## config.mk

```make
export PLATFORM = sky130hd
export DESIGN_NAME = slc_bound_check
export DESIGN_NICKNAME = d
export VERILOG_FILES = /design/src/logic/slc_pkg.sv /design/src/logic/slc_bound_check.sv
export VERILOG_INCLUDE_DIRS = /design/src /design/src/logic
export SDC_FILE = /design/constraint.sdc
export NUM_CORES = 1
export LEC_CHECK = 0
export BUFFER_PORTS_ARGS = -buffer_cell sky130_fd_sc_hd__buf_2
export CAP_MARGIN = 5
export CORE_AREA = 2 2 39 41
export DETAILED_ROUTE_END_ITERATION = 16
export DIE_AREA = 0 0 41 43
export PLACE_DENSITY = 0.71
export SYNTH_ARGS = -nofsm -noshare
export SYNTH_HDL_FRONTEND = slang
export SYNTH_SLANG_ARGS = --single-unit
```

## constraint.sdc

```tcl
create_clock -name vclk -period 2.2
set_input_delay 0.55 -clock vclk [all_inputs]
set_output_delay 0.55 -clock vclk [all_outputs]
set_load 0.1 [all_outputs]
```

## src/logic/slc_map.svh

```systemverilog
`ifndef SLC_MAP_SVH
`define SLC_MAP_SVH

`define SLC_DATA_W        16
`define SLC_SFR_TOP       16'h0800
`define SLC_WORD_STEP     16'h0002
`define SLC_SP_RESET      16'h0800
`define SLC_LIMIT_BIT0    0

`endif

```

## src/logic/slc_pkg.sv

```systemverilog
package slc_pkg;
    `include "slc_map.svh"

    typedef logic [15:0] slc_word_t;

    typedef enum logic [1:0] {
        SLC_OP_NONE = 2'b00,
        SLC_OP_PUSH = 2'b01,
        SLC_OP_POP  = 2'b10,
        SLC_OP_EA   = 2'b11
    } slc_op_t;

    typedef enum logic [1:0] {
        SLC_PUSH_DATA = 2'b00,
        SLC_PUSH_CALL = 2'b01,
        SLC_PUSH_EXC  = 2'b10
    } slc_push_t;
endpackage : slc_pkg

```

## src/logic/slc_bound_check.sv

```systemverilog
`timescale 1ns/1ps
`include "slc_map.svh"
module slc_bound_check (
    input  wire logic [15:0] addr,
    input  wire logic [15:0] limit,
    input  wire logic        isPush,
    input  wire logic        check,
    output logic             overflow,
    output logic             underflow
);
    import slc_pkg::*;

    // Push at sp == limit passes; one word beyond traps
    assign overflow  = check && isPush && (addr > limit);
    assign underflow = check && (addr < `SLC_SFR_TOP);
endmodule : slc_bound_check

```

# Yosys cells after proc, flatten, opt, wreduce, memory -nomap -nowiden
# Cells that the tools add are included.
word_totals:
  input_bits: 34
  mem_bits_rw: 0
  memories: 0
  romBits: 0
  out_inout_bits: 2
  wordCells: 5
  latch_bits: 0
  regBits: 0
op_classes:
  mux: 0
  reduce_logical: 3
  div: 0
  shift: 0
  magnitude_cmp: 2
  mul: 0
  bitwise: 0
  add_sub_neg: 0
  n_eq_ne: 0
ops:
  columns: ["op", "count"]
  rows:
  - ["greater-than comparator 16 bit", 1]
  - ["less-than comparator 16 x 12 -> 1 bit, second input constant", 1]
  - ["logical AND 1 bit", 3]

# Depth between registers and ports, before layout
depth:
  depth_word: 2
  ltp_mapped: 7

# Least setup slack after synthesis
# Ideal clock, no wire load.
synth_timing:
  path_type: "input to output"
  startpoint: "in addr[13]"
  endpoint: "out underflow"
  n_path_buf: 0
  arrival_ns: 3.099
  path_stages: 2
  setup_slack_ns: -1.449
  required_time_ns: 1.650
  path_cell_list: "or4b_1 > nor3_1"
synth_between:
  elab_chain_cells: 2
synth_lines:
  columns: ["element", "line_no", "rtl"]
  rows:
  - ["start: declaration", "slc_bound_check.sv:4", "input wire logic [15:0] addr,"]
  - ["less-than comparator 16 x 12 -> 1 bit (no source line)", null, null]
  - ["logical AND 1 bit", "slc_bound_check.sv:15", "assign underflow = check && (addr < `SLC_SFR_TOP);"]
  - ["end: declaration", "slc_bound_check.sv:9", "output logic underflow"]
# No other way between the ends.

# Worst setup path after layout
layout_timing:
  startpoint: "in addr[15]"
  endpoint: "out overflow"
layout_between:
  elab_chain_cells: 2
layout_lines:
  columns: ["element", "line_no", "rtl"]
  rows:
  - ["greater-than comparator 16 bit", "slc_bound_check.sv:14", "assign overflow = check && isPush && (addr > limit);"]
  - ["logical AND 1 bit", "slc_bound_check.sv:14", null]
  - ["end: declaration", "slc_bound_check.sv:8", "output logic overflow,"]
# No other way between the ends.

==> results.sh <==
export IMPL_status="finished, violations left"
export IMPL_violations="negative setup slack"
export IMPL_hold_viol_final=0
export IMPL_yosysSeqAreaShare=0
export IMPL_routed_wl_microns=1430
export IMPL_leakage_nw=0.465
export IMPL_worst_slew_pin_slew_ns=0.308
export IMPL_ys_warn_count=0
export IMPL_syn_nets=109
export IMPL_route_vias_total=586
export IMPL_layout_min_cycle_time_ns=2.57
export IMPL_fmax_mhz=389
export IMPL_setup_viol_count_final=1
export IMPL_avgSynthCellArea_sq_um=7.10
export IMPL_worst_setup_path_start_kind="input pin"
export IMPL_regArea_sq_um=0
export IMPL_hpwl_microns=976
export IMPL_cp_startpoint="addr[15]"
export IMPL_num_clock_buffers=0
export IMPL_worstHoldPathType="input pin to primary output"
export IMPL_port_buffers=36
export IMPL_drive_above_1_share=0.624
export IMPL_core_area_sq_um=1380
export IMPL_endpoint="overflow"
export IMPL_grt_max_degree=4
export IMPL_instances_no_fill=117
export IMPL_dieArea_sq_um=1760
export IMPL_grt_overflow=0
export IMPL_nets=153
export IMPL_ir_worst_vdd_v=0.0000971
export IMPL_drc_errors=0
export IMPL_antennaDiodeCount=0
export IMPL_cp_cell_sequence="buf_6 -> ha_4 -> nand4_1 -> buf_4 -> or4_4 -> nand3_4 -> a21oi_4 -> buf_12"
export IMPL_pin_count=36
export IMPL_slowest_stage="or4_4"
export IMPL_grt_total_usage=0.155
export IMPL_seq_cells=0
export IMPL_crit_type="input pin to primary output"
export IMPL_gp_congestion=0.732
export IMPL_drv_cap=0
export IMPL_end_kind="primary output"
export IMPL_die_w_microns=41
export IMPL_final_core_util=0.672
export IMPL_synthTopCellsByArea="ha_1 48%, inv_1 15%, a21oi_1 7.2%"
export IMPL_worstPathMaxFanout=2
export IMPL_final_antenna_net_count=0
export IMPL_wl_per_cell_microns=12.2
export IMPL_routed_via_density=5.01
export IMPL_timing_final_ws_setup_ns=-0.371
export IMPL_syn_to_final_growth_pct=122
export IMPL_slew_headroom=0.794
export IMPL_cts_hold_buf=0
export IMPL_final_setup_tns_ns=-0.371
export IMPL_netlist_area_sq_um=419
export IMPL_yosysMostFrequentCell="inv_1"
export IMPL_grt_pass1_wl_microns=2010
export IMPL_antenna_found_initial=0
export IMPL_critPathRequiredTime_ns=1.65
export IMPL_synth_top_area_cell="ha_1"
export IMPL_die_h_microns=43
export IMPL_worstPathArrival_ns=2.02
export IMPL_syn_inst=59
export IMPL_ys_types=16
export IMPL_drv_slew=0
export IMPL_rsz0062_at_grt="true"
export IMPL_powerDensity_nw_per_um2=183
export IMPL_worst_path_largest_cell_delay_ns=0.54
export IMPL_ys_top_cells_by_count="17 x inv_1, 16 x ha_1, 6 x a21oi_1"
export IMPL_finalCritPeriodShare=1.17
export IMPL_first_pass_iters=3
export IMPL_rows=14
export IMPL_grt_pass1_vias=539
export IMPL_dr_first_iter_drc_count=2
export IMPL_initial_core_util=0.303
export IMPL_synth_top_cell_area_share=0.478
export IMPL_dpl_cell_count=113
[cells by family (layout without fill, tap and decap cells)]
| logic type | after synthesis | count (layout) | share of synthesized area |
|---|---|---|---|
| buffers and inverters | 17 | 59 | 0.152 |
| AO/OA/AOI/OAI | 11 | 11 | 0.164 |
| AND/OR/NAND/NOR | 15 | 15 | 0.206 |
| adder cells (fa/ha/maj) | 16 | 16 | 0.478 |
[where the power goes]
| group | internal [mW] | switching, mW |
|---|---|---|
| Sequential | 0 | 0 |
| Clock | 0 | 0 |
| Combinational | 0.0921 | 0.0781 |
| Total | 0.0921 | 0.0781 |
[layout by cell type, fill, tap and decap left out, types with 2 or more instances in the layout]
cell type	instances
nand3_1	2
buf_12	2
buf_2	25
inv_2	3
ha_1	8
a21oi_1	5
ha_4	8
nand4_1	4
buf_4	6
nand2_1	3
inv_1	12
buf_6	9
[critical path, delay by kind of cell]
| family | cells | cell delay, ns |
|---|---|---|
| compound gates | 1 | 0.04 |
| buf+inv | 3 | 0.43 |
| fa+ha+maj | 1 | 0.25 |
| simple gates | 3 | 0.75 |
[routing by layer]
layer | wire [microns] | track usage
met1 | 527 | 0.171
met2 | 807 | 0.316
met3 | 76 | 0
met4 | 14 | 0
met5 | 0 | 0
[metrics by stage]
step | power [mW] | setup slack (ns) | instance area, sq um | hold WS [ns]
CTS | 0.133 | -0.314 | 768 | 1.49
global route | 0.187 | -0.412 | 930 | 1.48
detailed placement | 0.120 | -0.361 | 707 | 1.50
global placement | 0.116 | -0.387 | 707 | 1.49
floorplan | 0.0648 | -0.384 | 462 | 1.21
finish | 0.170 | -0.371 | 930 | 1.47
[layout make-up]
type | instances | area, sq um
multi-input combinational | 42 | 524
fill | 114 | 454
tap | 16 | 20.0
inverter | 17 | 73.8
timing repair buffer | 42 | 312
[worst min-delay path by stage]
stage	startpoint	endpoint	depth (start not counted)
detailed placement	addr[14]	underflow	4
CTS	isPush	overflow	4
global placement	addr[14]	underflow	4
floorplan	addr[14]	underflow	1
global route	check	overflow	4
finish	check	overflow	4
[repair_timing]
| action | CTS | global route |
|---|---|---|
| setup buffers | 1 | 3 |
| pin swaps | 5 | 12 |
| resized for setup | 8 | 25 |
| endpoints found under the hold margin | 0 | 0 |
| setup endpoints to repair | 1 | 1 |
| cloned | 0 | 0 |
Power figures use the tool's default switching activity.
